==> src/core/srxoc_map.svh <==
// register offsets, field positions, reset values and counts of the receiver output control
// assumes a 32-bit apb slave with byte addresses and aligned words
`ifndef SRXOC_MAP_SVH
`define SRXOC_MAP_SVH
`define SRXOC_OFF_STATUS 12'h000
`define SRXOC_OFF_IRQ_STAT 12'h004
`define SRXOC_OFF_IRQ_MASK 12'h008
`define SRXOC_OFF_CTRL 12'h00c
`define SRXOC_STAT_LOCKED 0
`define SRXOC_STAT_SLEEP 1
`define SRXOC_STAT_REF_OK 2
`define SRXOC_STAT_OUT_EN 3
`define SRXOC_IRQ_LOCK_GAIN 0
`define SRXOC_IRQ_LOCK_LOSS 1
`define SRXOC_IRQ_FRAME_ERR 2
`define SRXOC_IRQ_SLEEP 3
`define SRXOC_IRQ_W 4
`define SRXOC_CTRL_RELOCK 0
`define SRXOC_RST_IRQ_MASK 4'h0
`define SRXOC_RST_IRQ_STAT 4'h0
`define SRXOC_DATA_W 10
`define SRXOC_SYNC_WORD 10'h01f
`define SRXOC_SYNC_COUNT 16
`define SRXOC_REF_TIMEOUT 64
`define SRXOC_PIN_IDLE 6'h18
`endif

==> src/core/srxoc_pkg.sv <==
// types shared by the receiver output control
// assumes srxoc_map.svh supplies the numeric constants
package srxoc_pkg;
	// one-hot link states
	typedef enum logic [2:0] {
		st_sleep = 3'b001,
		st_hunt = 3'b010,
		st_lock = 3'b100
	} srxoc_state_e;
endpackage : srxoc_pkg

==> src/core/srxoc_top.sv <==
// receiver output control: frame lock, recovered clock, gated parallel outputs, apb status
// assumes one 125 MHz clock; serial bits arrive one per clock on the differential pair pins;
// the pads resolve each pin from its output and enable signals
//
// Functional notes
// [RULE1] edge select high strobes data on rising recovered clock, low on falling
// [RULE2] sleep request low stops lock, floats every output regardless of output enable
// [RULE3] lock indicator goes low once locked, stays high while unlocked
// [RULE4] recovered clock runs at word rate from embedded frame edges, strobes each word
// [RULE5] output enable low floats all data outputs and recovered clock
// [RULE6] while unlocked, data and recovered clock stay floating even if enabled
// [RULE7] while awake, lock indicator is always driven, even with output enable low
// [RULE8] recovered clock runs only locked and enabled; then data and clock are active
// [RULE9] outside supplies a reference clock that the lock logic relies on
// [RULE10] transmitter sends at least 1024 sync symbols while its sync request is high
// [RULE11] after power-up, until first lock, indicator high and outputs floating
//
// Chosen here: the address map and the APB slave port.
`timescale 1ns/1ns
`include "srxoc_map.svh"

module srxoc_top
	import srxoc_pkg::*;
#(
	parameter int DATA_W = `SRXOC_DATA_W,
	parameter int SYNC_COUNT = `SRXOC_SYNC_COUNT,
	parameter int REF_TIMEOUT = `SRXOC_REF_TIMEOUT
) (
	input wire logic clock,
	input wire logic rst_n,
	// pins
	input wire logic serial_in_pos,
	input wire logic serial_in_neg,
	input wire logic recovered_clock_edge_select,
	input wire logic sleep_request_n,
	input wire logic output_enable_n,
	input wire logic pll_reference_clock,
	output logic [DATA_W-1:0] parallel_data_out,
	output logic parallel_data_oe,
	output logic recovered_clock_out,
	output logic recovered_clock_oe,
	output logic lock_n_out,
	output logic lock_n_oe,
	// apb slave
	input wire logic [11:0] paddr,
	input wire logic psel,
	input wire logic penable,
	input wire logic pwrite,
	input wire logic [31:0] pwdata,
	input wire logic [3:0] pstrb,
	output logic [31:0] prdata,
	output logic pready,
	output logic pslverr,
	output logic irq
);
	localparam int FRAME_LEN = DATA_W + 2;
	localparam int PH_W = $clog2(FRAME_LEN);
	localparam int SC_W = $clog2(SYNC_COUNT + 1);
	localparam int RC_W = $clog2(REF_TIMEOUT + 1);
	localparam logic [PH_W-1:0] PH_LAST = PH_W'(FRAME_LEN - 1);
	localparam logic [PH_W-1:0] PH_HALF = PH_W'(FRAME_LEN / 2);
	localparam logic [SC_W-1:0] SC_DONE = SC_W'(SYNC_COUNT);
	localparam logic [RC_W-1:0] RC_MAX = RC_W'(REF_TIMEOUT);
	localparam logic [DATA_W-1:0] SYNC_WORD = DATA_W'(`SRXOC_SYNC_WORD);

	// refuse sizes the framing and the 32-bit register view cannot hold
	generate
		if (DATA_W < 2 || DATA_W > 30 || SYNC_COUNT < 1 || REF_TIMEOUT < 2) begin : g_bad
			$error("srxoc_top: unsupported parameter values");
		end
	endgenerate

	// register address decode, shared by read and write paths
	function automatic logic is_mapped(input logic [11:0] a);
		is_mapped = (a == `SRXOC_OFF_STATUS) || (a == `SRXOC_OFF_IRQ_STAT) ||
			(a == `SRXOC_OFF_IRQ_MASK) || (a == `SRXOC_OFF_CTRL);
	endfunction : is_mapped

	// two-stage synchronisers for every pin input; stage one feeds stage two only
	localparam int NPIN = 6;
	localparam logic [NPIN-1:0] PIN_IDLE = `SRXOC_PIN_IDLE;
	logic [NPIN-1:0] pin_sync_r;
	logic [NPIN-1:0] pin_raw;
	assign pin_raw = {pll_reference_clock, output_enable_n, sleep_request_n,
		recovered_clock_edge_select, serial_in_neg, serial_in_pos};
	genvar gi;
	generate
		for (gi = 0; gi < NPIN; gi++) begin : g_sync
			logic meta_r;
			logic sync_r;
			// reset to the idle pin level, so no false sleep follows reset
			always_ff @(posedge clock) begin
				if (!rst_n) begin
					meta_r <= PIN_IDLE[gi];
					sync_r <= PIN_IDLE[gi];
				end else begin
					meta_r <= pin_raw[gi];
					sync_r <= meta_r;
				end
			end
			assign pin_sync_r[gi] = sync_r;
		end
	endgenerate

	logic ser_bit;
	logic edge_sel;
	logic sleep_req;
	logic out_en;
	logic ref_lvl;
	assign ser_bit = pin_sync_r[0] & ~pin_sync_r[1]; // differential decision
	assign edge_sel = pin_sync_r[2];
	assign sleep_req = ~pin_sync_r[3];
	assign out_en = pin_sync_r[4]; // enable pin high drives, low floats
	assign ref_lvl = pin_sync_r[5];

	// link state
	srxoc_state_e state_r, state_nxt;
	logic [FRAME_LEN-1:0] frame_r, frame_nxt;
	logic [PH_W-1:0] phase_r, phase_nxt;
	logic [SC_W-1:0] sync_cnt_r, sync_cnt_nxt;
	logic [RC_W-1:0] ref_cnt_r, ref_cnt_nxt;
	logic ref_prev_r, ref_prev_nxt;
	logic [DATA_W-1:0] word_r, word_nxt;
	logic [DATA_W-1:0] data_r, data_nxt;
	logic rclk_r, rclk_nxt;
	logic lock_n_r, lock_n_nxt;
	logic ev_gain, ev_loss, ev_ferr, ev_sleep;
	logic relock_req;
	logic ref_ok;
	logic frame_good;
	logic sync_seen;
	logic locked_nxt;

	assign ref_ok = (ref_cnt_r < RC_MAX); // reference seen toggling lately
	// a frame is start one, payload, stop zero; the one-to-zero pair is the embedded edge
	assign frame_good = frame_r[FRAME_LEN-1] & ~frame_r[0];
	assign sync_seen = frame_good && (frame_r[FRAME_LEN-2:1] == SYNC_WORD);

	// next-state logic of lock, framing, recovered clock and data strobing
	always_comb begin
		state_nxt = state_r;
		frame_nxt = {frame_r[FRAME_LEN-2:0], ser_bit};
		phase_nxt = (phase_r == PH_LAST) ? '0 : phase_r + 1'b1;
		sync_cnt_nxt = sync_cnt_r;
		ref_prev_nxt = ref_lvl;
		ref_cnt_nxt = (ref_lvl != ref_prev_r) ? '0 :
			(ref_ok ? ref_cnt_r + 1'b1 : ref_cnt_r);
		word_nxt = word_r;
		data_nxt = data_r;
		ev_gain = 1'b0;
		ev_loss = 1'b0;
		ev_ferr = 1'b0;
		ev_sleep = 1'b0;
		unique case (state_r)
			st_sleep: begin
				sync_cnt_nxt = '0;
				if (!sleep_req) begin
					state_nxt = st_hunt;
				end
			end
			st_hunt: begin
				// count sync symbols that repeat exactly one frame apart
				if (sync_seen) begin
					phase_nxt = '0;
					sync_cnt_nxt = (phase_r == PH_LAST && sync_cnt_r != '0) ?
						sync_cnt_r + 1'b1 : SC_W'(1);
				end else if (phase_r == PH_LAST) begin
					sync_cnt_nxt = '0;
				end
				if (sync_seen && sync_cnt_nxt >= SC_DONE && ref_ok) begin // RULE9
					state_nxt = st_lock; // RULE3
					ev_gain = 1'b1;
					word_nxt = frame_r[FRAME_LEN-2:1];
				end
			end
			st_lock: begin
				// check the embedded edge at every frame boundary
				if (phase_r == PH_LAST) begin
					if (frame_good) begin
						word_nxt = frame_r[FRAME_LEN-2:1];
					end else begin
						ev_ferr = 1'b1;
					end
				end
				if (ev_ferr || !ref_ok || relock_req) begin // RULE9
					state_nxt = st_hunt; // RULE3
					sync_cnt_nxt = '0;
					ev_loss = 1'b1;
				end
			end
		endcase
		// sleep wins over every other transition
		if (sleep_req) begin
			ev_gain = 1'b0; // a lock overridden by sleep is never reported
			if (state_r != st_sleep) begin
				ev_sleep = 1'b1;
				ev_loss = state_r == st_lock;
			end
			state_nxt = st_sleep; // RULE2
			sync_cnt_nxt = '0;
		end
		locked_nxt = (state_nxt == st_lock);
		lock_n_nxt = ~locked_nxt; // RULE3 RULE11
		// recovered clock: high for the first half frame, rising as each word completes
		rclk_nxt = locked_nxt && (phase_nxt < PH_HALF); // RULE4 RULE8
		// change data half a word away from the selected strobe edge
		if (locked_nxt) begin
			if (edge_sel && phase_nxt == PH_HALF) begin
				data_nxt = word_nxt; // RULE1
			end else if (!edge_sel && phase_nxt == '0) begin
				data_nxt = word_nxt; // RULE1
			end
		end
	end

	always_ff @(posedge clock) begin
		if (!rst_n) begin
			state_r <= st_hunt;
			frame_r <= '0;
			phase_r <= '0;
			sync_cnt_r <= '0;
			ref_cnt_r <= '0;
			ref_prev_r <= 1'b0;
			word_r <= '0;
			data_r <= '0;
			rclk_r <= 1'b0;
			lock_n_r <= 1'b1; // RULE11
		end else begin
			state_r <= state_nxt;
			frame_r <= frame_nxt;
			phase_r <= phase_nxt;
			sync_cnt_r <= sync_cnt_nxt;
			ref_cnt_r <= ref_cnt_nxt;
			ref_prev_r <= ref_prev_nxt;
			word_r <= word_nxt;
			data_r <= data_nxt;
			rclk_r <= rclk_nxt;
			lock_n_r <= lock_n_nxt;
		end
	end

	// pad drive: the lock pin floats only in sleep; data and clock need lock and enable
	logic awake;
	logic par_drive;
	assign awake = (state_r != st_sleep);
	assign par_drive = awake && out_en && !lock_n_r; // RULE2 RULE5 RULE6 RULE8 RULE11
	assign parallel_data_out = data_r;
	assign parallel_data_oe = par_drive;
	assign recovered_clock_out = rclk_r;
	assign recovered_clock_oe = par_drive;
	assign lock_n_out = lock_n_r;
	assign lock_n_oe = awake; // RULE2 RULE7

	// apb registers: zero wait states, read data captured in the setup cycle
	logic [`SRXOC_IRQ_W-1:0] irq_stat_r, irq_stat_nxt;
	logic [`SRXOC_IRQ_W-1:0] irq_mask_r, irq_mask_nxt;
	logic relock_r, relock_nxt;
	logic [31:0] prdata_r, prdata_nxt;
	logic wr_en;
	logic [`SRXOC_IRQ_W-1:0] ev_vec;
	logic [`SRXOC_IRQ_W-1:0] w1c;

	assign wr_en = psel && penable && pwrite && is_mapped(paddr) && pstrb[0];
	assign relock_req = relock_r;
	always_comb begin
		ev_vec = '0;
		ev_vec[`SRXOC_IRQ_LOCK_GAIN] = ev_gain;
		ev_vec[`SRXOC_IRQ_LOCK_LOSS] = ev_loss;
		ev_vec[`SRXOC_IRQ_FRAME_ERR] = ev_ferr;
		ev_vec[`SRXOC_IRQ_SLEEP] = ev_sleep;
		w1c = '0;
		irq_mask_nxt = irq_mask_r;
		relock_nxt = 1'b0; // self-clearing request
		prdata_nxt = prdata_r;
		if (wr_en && paddr == `SRXOC_OFF_IRQ_STAT) begin
			w1c = pwdata[`SRXOC_IRQ_W-1:0];
		end
		if (wr_en && paddr == `SRXOC_OFF_IRQ_MASK) begin
			irq_mask_nxt = pwdata[`SRXOC_IRQ_W-1:0];
		end
		if (wr_en && paddr == `SRXOC_OFF_CTRL) begin
			relock_nxt = pwdata[`SRXOC_CTRL_RELOCK];
		end
		// a new event beats a clear in the same cycle
		irq_stat_nxt = (irq_stat_r & ~w1c) | ev_vec;
		if (psel && !penable && !pwrite) begin
			prdata_nxt = 32'h0000_0000;
			if (paddr == `SRXOC_OFF_STATUS) begin
				prdata_nxt[`SRXOC_STAT_LOCKED] = !lock_n_r;
				prdata_nxt[`SRXOC_STAT_SLEEP] = !awake;
				prdata_nxt[`SRXOC_STAT_REF_OK] = ref_ok;
				prdata_nxt[`SRXOC_STAT_OUT_EN] = out_en;
			end else if (paddr == `SRXOC_OFF_IRQ_STAT) begin
				prdata_nxt[`SRXOC_IRQ_W-1:0] = irq_stat_r;
			end else if (paddr == `SRXOC_OFF_IRQ_MASK) begin
				prdata_nxt[`SRXOC_IRQ_W-1:0] = irq_mask_r;
			end
		end
	end

	always_ff @(posedge clock) begin
		if (!rst_n) begin
			irq_stat_r <= `SRXOC_RST_IRQ_STAT;
			irq_mask_r <= `SRXOC_RST_IRQ_MASK;
			relock_r <= 1'b0;
			prdata_r <= 32'h0000_0000;
		end else begin
			irq_stat_r <= irq_stat_nxt;
			irq_mask_r <= irq_mask_nxt;
			relock_r <= relock_nxt;
			prdata_r <= prdata_nxt;
		end
	end

	assign prdata = prdata_r;
	assign pready = 1'b1; // every access completes in its first access cycle
	assign pslverr = psel && penable && !is_mapped(paddr);
	assign irq = |(irq_stat_r & irq_mask_r);
endmodule : srxoc_top

==> config.mk <==
export PLATFORM = sky130hd
export DESIGN_NAME = srxoc_top
export DESIGN_NICKNAME = d
export VERILOG_FILES = /design/src/core/srxoc_pkg.sv /design/src/core/srxoc_top.sv
export VERILOG_INCLUDE_DIRS = /design/src /design/src/core
export SDC_FILE = /design/constraint.sdc
export NUM_CORES = 1
export LEC_CHECK = 0
export BUFFER_PORTS_ARGS = -buffer_cell sky130_fd_sc_hd__buf_2
export CAP_MARGIN = 15
export CORE_ASPECT_RATIO = 1.2
export CORE_MARGIN = 1.5
export CORE_UTILIZATION = 35
export DETAILED_ROUTE_END_ITERATION = 7
export PLACE_DENSITY = 0.67
export SETUP_SLACK_MARGIN = 0.02
export SLEW_MARGIN = 20
export SYNTH_ARGS = -nofsm -noshare
export SYNTH_HDL_FRONTEND = slang
export SYNTH_SLANG_ARGS = --single-unit
==> constraint.sdc <==
create_clock -name clock -period 8.45 [get_ports clock]
set_clock_uncertainty 0.1 [all_clocks]
set_input_delay 2.535 -clock clock [delete_from_list [all_inputs] [get_ports clock]]
set_output_delay 2.535 -clock clock [all_outputs]
set_load 0.05 [all_outputs]
---- Word-level counts from Yosys, hierarchy flattened ----
Index checks and enable logic that the tools add are counted.
word-level totals
  register bits after elaboration ......... 79
  input bits .............................. 59
  output and inout port bits .............. 50
  logic and storage cells ................. 131
operators by class
  add/sub/neg operators ................... 3
  order comparisons ....................... 3
  eq/ne operators ......................... 13
  multiplexer cells ....................... 36
  bitwise operators ....................... 10
  reductions and logical operators ........ 40
operators by type and width
  cell                 count
  $mux 10              5
  $mux 4               7
  $mux 5               5
  $eq 12x4->1 const B  2
  $pmux 10 s2          1
  $logic_and 1x1->1    19
  $pmux 5 s3           1
  $mux 1               13
  $eq 12x3->1 const B  1
  $logic_not 12->1     1
  $eq 10x5->1 const B  1
  $mux 3               3
  $pmux 3 s3           1
  $and 4x4->4          2
  $add 7x1->7 const B  1
  $logic_not 1->1      7
  $lt 7x7->1 const B   1
  $eq 3x3->1 const B   2
  $reduce_and 2->1     3
  $add 5x1->5 const B  1
  $ge 5x5->1 const B   1
  $logic_or 1x1->1     5
  $reduce_bool 5->1    1
  $add 4x1->4 const B  1
  other kinds (16)     20

---- Longest topological paths before layout ----
Gate-level depths: netlist of the first run.
  depth in word-level cells ............... 13
  gate-level depth with buffers ........... 9

---- Worst setup path after synthesis of the first run ----
OpenSTA, ideal clock, no wires.
  kind .................................... input to output
  start ................................... input paddr[5]
  end ..................................... output pslverr
  arrival time ............................ 3.812 ns
  data required time ...................... 5.815 ns
  path slack .............................. 2.003 ns
  stages .................................. 3
  path buffers ............................ 0
  cell sequence ........................... or4_1 > nor4_2 > nor2_1
between the ends
  longest elaborated chain between the ends .. 6
  elaborated cells on any way between the ends .. 9
  those cells by class .................... eq/ne: 3; reduce/logical: 6
RTL lines
  item                                                              RTL line          RTL
  start, declared                                                   srxoc_top.sv:45   input wire logic [11:0] paddr,
  $eq 12x3->1 (no source line) or $logic_not 12->1 (tied branches)  -
  $logic_or 1x1->1 (2 in a row)                                     srxoc_top.sv:75   is_mapped = (a == `SRXOC_OFF_STATUS) || (a == `SRXOC_OFF_IRQ_STAT) ||
  $logic_or 1x1->1 (*)                                              srxoc_top.sv:75
  $logic_not 1->1 (*)                                               srxoc_top.sv:317  assign pslverr = psel && penable && !is_mapped(paddr);
  $logic_and 1x1->1 (*)                                             srxoc_top.sv:317
  end, declared                                                     srxoc_top.sv:53   output logic pslverr,
Mark *: on every way between the ends. The rest lies on a longest branch, timed or not.

---- Worst setup path after layout of the first run ----
Same ends and word-level chain as after synthesis.

==> impl.org, run 1 <==
** Finish
- In the final design database the tool counted between 400 and 500 nets.
- Final-layout fill cell count :: roughly 960
- Layout cells sized above 1 :: between 15 and 20%
- The number of antenna diodes in the final layout is 0.
- Area growth syn-to-layout :: 14.5%

** Critical path
- Slowest library cell on the worst path :: or4_1
- Worst setup path class :: in2out
- For this run, the slowest stage of the critical path takes about 0.52 ns.
- At the worst endpoint, the required time is slightly below 6 ns.
- WP buf/inv :: 2
- For the worst setup path, the data arrival time is just under 4 ns.
- By instance count, the cell type seen most on the critical path is buf_2.
- Along the worst path, the maximum fanout reaches 7.
- Walking the worst path, the cells encountered are buf_2 > or4_1 > nor4_2 > nor2_1 > buf_2.
- Crit-path leading delay family :: simple AND/OR/NAND/NOR gates
- Kind of end point of the critical path :: output pin
- Critical path startpoint category :: primary input

** STA
- Setup repair after global routing left no endpoint under its margin.
- Setup TNS :: 0 ns
- The hold violation count in the final report was 0.
- Headroom to the max-slew limit came out at roughly a third.
- For the pin with the worst max-slew slack, the measured transition is just under 1 ns.
- Hold timing on the final database bottoms out at a slack of 0.288 ns.
- Setup violations remaining at the end of the flow were counted as 0.
- After layout, the minimum clock period comes to approximately 6.6 ns.
- Peak Freq :: between 0.15 and 0.2 GHz
- In the finished design, the share of the clock period the worst path needs comes to approximately four fifths.
- The count of final max-slew check failures is 0.

** Clocking
- Reg clk slew, reported paths :: ~0.05 ns
- CTS resizes :: 0
- TritonCTS clock tree :: built
- Hold-fix buffers, CTS :: 0
- At the later pin of the worst-skew pair, clock insertion delay measures 0.33 ns.
- The longest clock path from root to sink contains 2 buffers.
- Number of clock sinks seen by CTS :: just under 80
- The tree is rooted in a clkbuf_16.
- The number of setup buffers added after CTS is 0.
- Count of H-tree levels built during CTS :: 3
- CTS buffer count :: 9

** Status
- Result of the run :: finished clean

** Power and ir drop
- LEAKAGE :: between 1.5 and 2 nW
- Post-route total power :: roughly 0.0008 W
- Power spread over the standard cell area amounts to slightly above 200 nW/um2.
- IR drop worst, VDD :: 0.0000853 V

** Drt
- Summed over all layers, the routed wires come to 6660 um.
- Detailed-routed wire length on met3 :: 292 um
- DR DRC count :: 0
- Using the TritonRoute via totals, the vias-per-cell ratio works out to about 4.8.
- The first TritonRoute pass finished after 4 iterations.
- The detail route stage leaves a number of antenna-violating nets equal to 0.
- WL/cell :: between 10 and 15 um
- Top layer used by detailed routing :: met4
- Wire length the detailed router placed on met1 :: roughly 2900 um
- Across all layers, the routed design uses 2683 vias.
- Drt initial violations :: around 150
- Detail Route met2 WL :: ~3300 um

** Floorplanning
- Y dimension of the die :: ~110 um
- Die Area :: between 10000 and 15000 um2
- The floorplan has 39 rows.
- During I/O placement, the number of pins put on the boundary was 109.
- The region available for standard cell placement spans about 9600 um2.
- Once the floorplan was initialized, standard cells occupied 36.2% of the core.
- From left edge to right edge, the die measures 93.7 um.

** Synth
- Of all flip-flops after synthesis, the portion carrying an async set or reset was 0%.
- Yosys printed 0 warnings.
- Counting flops with a built-in enable in the synthesized netlist gives 0.
- #FFs+latches synth :: just under 80
- In this run the cell area of the synthesized design comes to around 3500 um2.
- The most used flip-flop cell after synthesis is dfxtp_1.
- Count of mapped cells out of synthesis :: about 400
- Sequential-to-total area share from yosys stat :: 45.7%
- After synthesis, the mean cell area works out to 8.87 um2.
- Cell variety after synth :: 46

** Job
- MaxCap Viol Count :: 0

** GRT
- Wire length of the first global-routing pass :: around 11000 um
- Entering global routing, the biggest net connects 34 pins.
- Vias in the first global route :: 2483
- For this run, the total global-route usage over all layers was measured as 13.5%.
- Number of antenna violations at the first check in global routing :: 0
- Remaining global-route overflow :: 0

** Place
- GP Congestion :: about 0.83
- The wire-length estimate of the detail-placed layout is roughly 4800 um.
- Port Buffer Count :: 48

** Min path
- In this run the worst hold path is classified as reg2reg.
## synthesized netlist by cell type, types with 2 or more instances
| cell | n | area (um2) |
|---|---|---|
| dfxtp_1 | 79 | 1580 |
| nor2_1 | 42 | 158 |
| buf_4 | 30 | 225 |
| nand2_1 | 30 | 113 |
| a21oi_1 | 22 | 110 |
| and2_1 | 21 | 131 |
| mux2i_1 | 19 | 190 |
| o21ai_0 | 16 | 80.1 |
| inv_1 | 13 | 48.8 |
| nand3_1 | 12 | 60.1 |
| clkbuf_1 | 11 | 41.3 |
| or3_1 | 9 | 56.3 |
| nand2b_1 | 8 | 50.1 |
| nor2b_1 | 7 | 43.8 |
| a22oi_1 | 5 | 37.5 |
| and3_1 | 5 | 31.3 |
| nor3_1 | 5 | 25.0 |
| a31oi_1 | 4 | 25.0 |
| ha_1 | 4 | 50.1 |
| xnor2_1 | 4 | 35.0 |
| xor2_1 | 4 | 35.0 |
| buf_2 | 3 | 15.0 |
| nand4_1 | 3 | 18.8 |
| nor3b_1 | 3 | 22.5 |
| nor4b_1 | 3 | 26.3 |
| and4b_1 | 2 | 20.0 |
| conb_1 | 2 | 7.51 |
| nor4bb_1 | 2 | 20.0 |
| o21bai_1 | 2 | 15.0 |
| o31ai_1 | 2 | 15.0 |
| or2_2 | 2 | 12.5 |
| or4_1 | 2 | 15.0 |
## final timing paths
path	startpoint	endpoint	slack (ns)	cells past startpoint
hold reg to reg	g_sync[1].sync_r$_SDFF_PN0_	frame_r[0]$_SDFF_PN0_	0.29	1
setup / recovery	paddr[5]	pslverr	1.83	5
hold / removal	g_sync[1].sync_r$_SDFF_PN0_	frame_r[0]$_SDFF_PN0_	0.29	1
setup reg to reg	phase_r[0]$_SDFF_PN0_	parallel_data_out[9]$_SDFFE_PN0P_	5.71	7
## worst register-to-register path, delay by kind of cell (launching register included)
family / cells / cell delay (ns)
DFF: 1 / 0.34
adders and majority gates: 1 / 0.33
AOI/OAI and AO/OA: 4 / 1.20
and+or+nand+nor: 2 / 0.69
## state kept, by name, summed over array words and instances, names as in the netlist, 5 cells and up
| register | cells |
|---|---|
| frame_r | 12 |
| g_sync.meta_r | 6 |
| parallel_data_out | 10 |
| sync_cnt_r | 5 |
| word_r | 10 |
| ref_cnt_r | 7 |
| g_sync.sync_r | 5 |
## stage by stage
stage	util [%]	worst slack, ns	cell area [um2]	std cells
global route	41.4	1.73	3960	561
CTS	41.4	1.83	3960	561
global placement	38.5	1.84	3680	545
finish	41.4	1.83	3960	561
floorplan	-	2.00	3560	417
detailed placement	38.5	1.84	3680	545
## cell families (layout without fill, tap and decap cells)
| logic type | count (synthesis) | in the layout | synth area share, % |
|---|---|---|---|
| muxes | 20 | 20 | 5.82 |
| AOI/OAI and AO/OA | 59 | 59 | 10.6 |
| xor gates and xnor gates | 8 | 8 | 2.03 |
| adders and majority gates | 4 | 4 | 1.45 |
| DFF | 79 | 79 | 45.7 |
| other | 2 | 29 | 0.217 |
| buffers and inverters | 57 | 78 | 9.55 |
| and+or+nand+nor | 161 | 161 | 24.6 |
## layer usage
metal  vias to the layer above  track usage, %
met5                         -               0
met4                         0            6.57
met3                        17            4.64
met2                        75            21.8
met1                      1241            15.7
li1                       1350               -
## final cells by class
class                           count  area [um2]  area share, %
Multi-Input combinational cell    281        1650           41.7
Timing Repair Buffer               49         248           6.25
Clock inverter                      3        17.5          0.442
Sequential cell                    79        1580           39.9
Inverter                           13        48.8           1.23
Tap cell                          123         154           3.89
Clock buffer                       13         260           6.57
## power by group
part           switching (W)  internal, W
Sequential        0.00000412     0.000379
Clock               0.000140     0.000214
Combinational      0.0000480    0.0000150
Total               0.000192     0.000608
## placed cells by master, fill, tap and decap left out, types with 12 or more instances in the layout
cell type and count:
and2_1 21, inv_1 13, nand2_1 30, mux2i_1 19, nand3_1 12, o21ai_0 16
conb_1 29, nor2_1 42, dfxtp_1 79, a21oi_1 22, buf_2 48
No activity file was read; power rests on OpenSTA's default activity.
==> run 2, diff against run 1 <==
--- a/config.mk
+++ b/config.mk
@@ -12,7 +12,7 @@
 export CORE_MARGIN = 1.5
 export CORE_UTILIZATION = 35
 export DETAILED_ROUTE_END_ITERATION = 7
-export PLACE_DENSITY = 0.67
+export PLACE_DENSITY = 0.7
 export SETUP_SLACK_MARGIN = 0.02
 export SLEW_MARGIN = 20
 export SYNTH_ARGS = -nofsm -noshare
==> constraint.sdc (replaced) <==
create_clock -name clock -period 5.54 [get_ports clock]
set_clock_uncertainty 0.1 [all_clocks]
set_input_delay 1.662 -clock clock [delete_from_list [all_inputs] [get_ports clock]]
set_output_delay 1.662 -clock clock [all_outputs]
set_load 0.05 [all_outputs]
==> run 2 against run 1 <==
- die area unchanged
- via count decreased by 0.82%
- register-to-register slack got worse by 3.0 ns
- final area increased by 0.73%
- first-iteration DRC count increased by 3.4%
- final cell count increased by 0.18%
- sequential share of layout area decreased by 0.29 points
- global-route usage increased by 0.17 points
- critical path depth increased by 1
- routed wire length increased by 0.62%
- hold slack improved by 0.0026 ns
- clock power increased by 62%
- highest routed layer unchanged
==> impl.org, run 2 (synthesis gave the netlist of run 1 again) <==
** Clocking
- The number of buffers inserted for hold repair after clock tree synthesis is 0 (unchanged).
- The deepest level of the CTS H-tree is 3 (unchanged).
- The clock-pin transition on the worst setup and hold timing paths is 0.05 ns (about the same).
- CTS buffer count :: 9 (unchanged)
- Maximum clock path buffer count :: 2 (unchanged)
- The count of instances resized after the clock tree is built is 0 (unchanged).
- Clock latency of the later-clocked register in the worst-skew pair :: 0.33 ns (about the same)
- Clock tree synthesis selected as its root buffer the cell clkbuf_16.
- Number of clock sinks seen by CTS :: 79 (unchanged)
- Number of buffers inserted to repair setup after CTS :: 0 (unchanged)
- TritonCTS clock tree :: built

** Place
- The total cell area at the placement stage was 3690 um2 (+0.20%).
- The total placed cells including tap cells was 546 (+0.18%).
- Port Buffer Count :: 48 (unchanged)
- GP Congestion :: 0.842 (+1.3%)
- The detailed placement HPWL was 4810 um (-0.40%).

** Drt
- WL/cell :: 11.9 um (+0.44%)
- The remaining antenna violation count after routing was 0 (unchanged).
- The via count of the routed design is 2661 (-0.82%).
- The detail-routed via count per cell is 4.73 (-1.0%).
- Drt initial violations :: 153 (+3.4%)
- The first-pass iteration count of the detailed router came to 5 (+1).
- DR DRC count :: 0 (unchanged)
- Drt total wl :: 6700 um (+0.62%)

** Status
- Result of the run :: finished clean

** Finish
- The number of antenna diodes was 0 (unchanged).
- Area growth syn-to-layout :: 15.4%
- Max FFs per register :: 12 (unchanged)
- Layout cells sized above 1 :: 17.1% (+0.65 points)
- Most frequent cells in the layout :: 79 x dfxtp_1, 48 x buf_2, 42 x nor2_1
- Final-layout fill cell count :: 933 (-3.1%)
- The post-layout instance count excluding filler cells was 562 (+0.18%).
- Counting flops per register, the top entry is frame_r.
- Final Net Count :: 497 (+0.20%)
- Most frequent standard cell in the layout excluding fill and tap cells :: dfxtp_1
- The final instance area is 3990 um2 (+0.73%).

** Min path
- In this run the most critical hold path is launched from g_sync[1].sync_r$_SDFF_PN0_.
- The min-delay analysis places its worst path in the category reg2reg.

** STA
- The count of final max-slew check failures is 0 (unchanged).
- Final hold violation count :: 0 (unchanged)
- The slew at the pin with the worst max-slew slack came to 0.965 ns (-0.00827 ns).
- Fin crit share :: 84.5%
- The relative slew slack came to 35.6% (+0.55 points).
- Subtracting the final worst setup slack from the clock period gives roughly 4.7 ns.
- Timing would allow up to 0.214 GHz.
- Final-report setup violation count :: 0 (unchanged)
- RSZ-0062 raised after global routing :: false
- The final-layout worst hold slack was 0.290 ns (+0.00262 ns).
- The setup TNS after final layout came to 0 ns (unchanged).

** Job
- The number of max-cap violations was 0 (unchanged).

** Critical path
- In this run the worst setup path begins at paddr[5].
- Crit path required time :: 3.78 ns (-2.04 ns)
- Arrival time of data at the critical path endpoint :: 2.92 ns (-1.06 ns)
- Maximum fanout count along the critical path :: 7 (unchanged)
- Kind of end point of the critical path :: output pin
- The worst setup path is launched from a primary input.
- Worst reg2reg startpoint :: phase_r[0]$_SDFF_PN0_
- Worst setup path class :: in2out

** Power and ir drop
- Areal power density over the cells :: 314 nW/um2 (+56%)
- The leakage power total came to 1.66 nW (+0.93%).
- The largest voltage drop on the vdd net is 0.000153 V (+79%).

** Floorplanning
- Horiz. Die Dim :: 93.7 um (unchanged)
- The total I/O pin count is 109 (unchanged).
- Initial core utilization :: 36.2% (unchanged)
- The die height is 112 um (unchanged).
- The full die area was 10500 um2 (unchanged).
- The number of placement rows is 39 (unchanged).
- Total core area :: 9560 um2 (unchanged)

** GRT
- The residual overflow from global routing is 0 (unchanged).
- The number of global-route vias before repair came to 2532 (+2.0%).
- The global-route usage over all layers came to 13.6% (+0.17 points).
- The global-route wire length before repair is 11300 um (+0.80%).
- Maximum number of pins on one net before global-route repair :: 34 (unchanged)
- Number of antenna violations at the first check in global routing :: 0 (unchanged)
## run 2: changes by cell type in the layout (fill, tap and decap cells not counted)
cell and change:
clkinv_4 +3, clkbuf_8 -2, buf_4 +1, bufinv_16 +1
clkbuf_1 -2
## run 2: layout make-up
class | count | area [um2] | share of cell area [%]
clock buffers | 9 | 225 | 5.64
multi-input cells | 281 | 1650 | 41.4
flip-flops and latches | 79 | 1580 | 39.6
inverters | 13 | 48.8 | 1.22
well taps | 123 | 154 | 3.86
clock inverters | 7 | 73.8 | 1.85
repair buffers | 50 | 255 | 6.40
## run 2: critical path, stage by stage
cell    delay (ns)
buf_2         0.09
or4_1         0.53
nor4_2        0.22
buf_4         0.18
nor2_1        0.04
buf_2         0.20
## run 2: worst paths after layout
kind	slack (ns)	to	depth (start not counted)
max	0.86	pslverr	6
min	0.29	frame_r[0]$_SDFF_PN0_	1
max reg2reg	2.74	parallel_data_out[5]$_SDFFE_PN0P_	7
min reg2reg	0.29	frame_r[0]$_SDFF_PN0_	1
## run 2: per-layer routing
metal,track usage (%),wire length [um],vias up
met5,0,0,-
met3,3.89,240,11
met4,6.27,155,0
met2,23.3,3490,62
li1,-,-,1359
met1,15.5,2810,1229
## run 2: stage by stage
stage               setup WS, ns  utilization [%]  power [W]
global placement           0.866             38.6   0.000689
detailed placement         0.853             38.6   0.000692
floorplan                  0.839                -   0.000688
CTS                        0.853             41.7    0.00127
global route               0.798             41.7    0.00130
finish                     0.860             41.7    0.00125
## run 2: power breakdown
group	internal (W)	switching [W]
clock network	0.000349	0.000225
logic	0.0000229	0.0000733
registers	0.000577	0.00000618
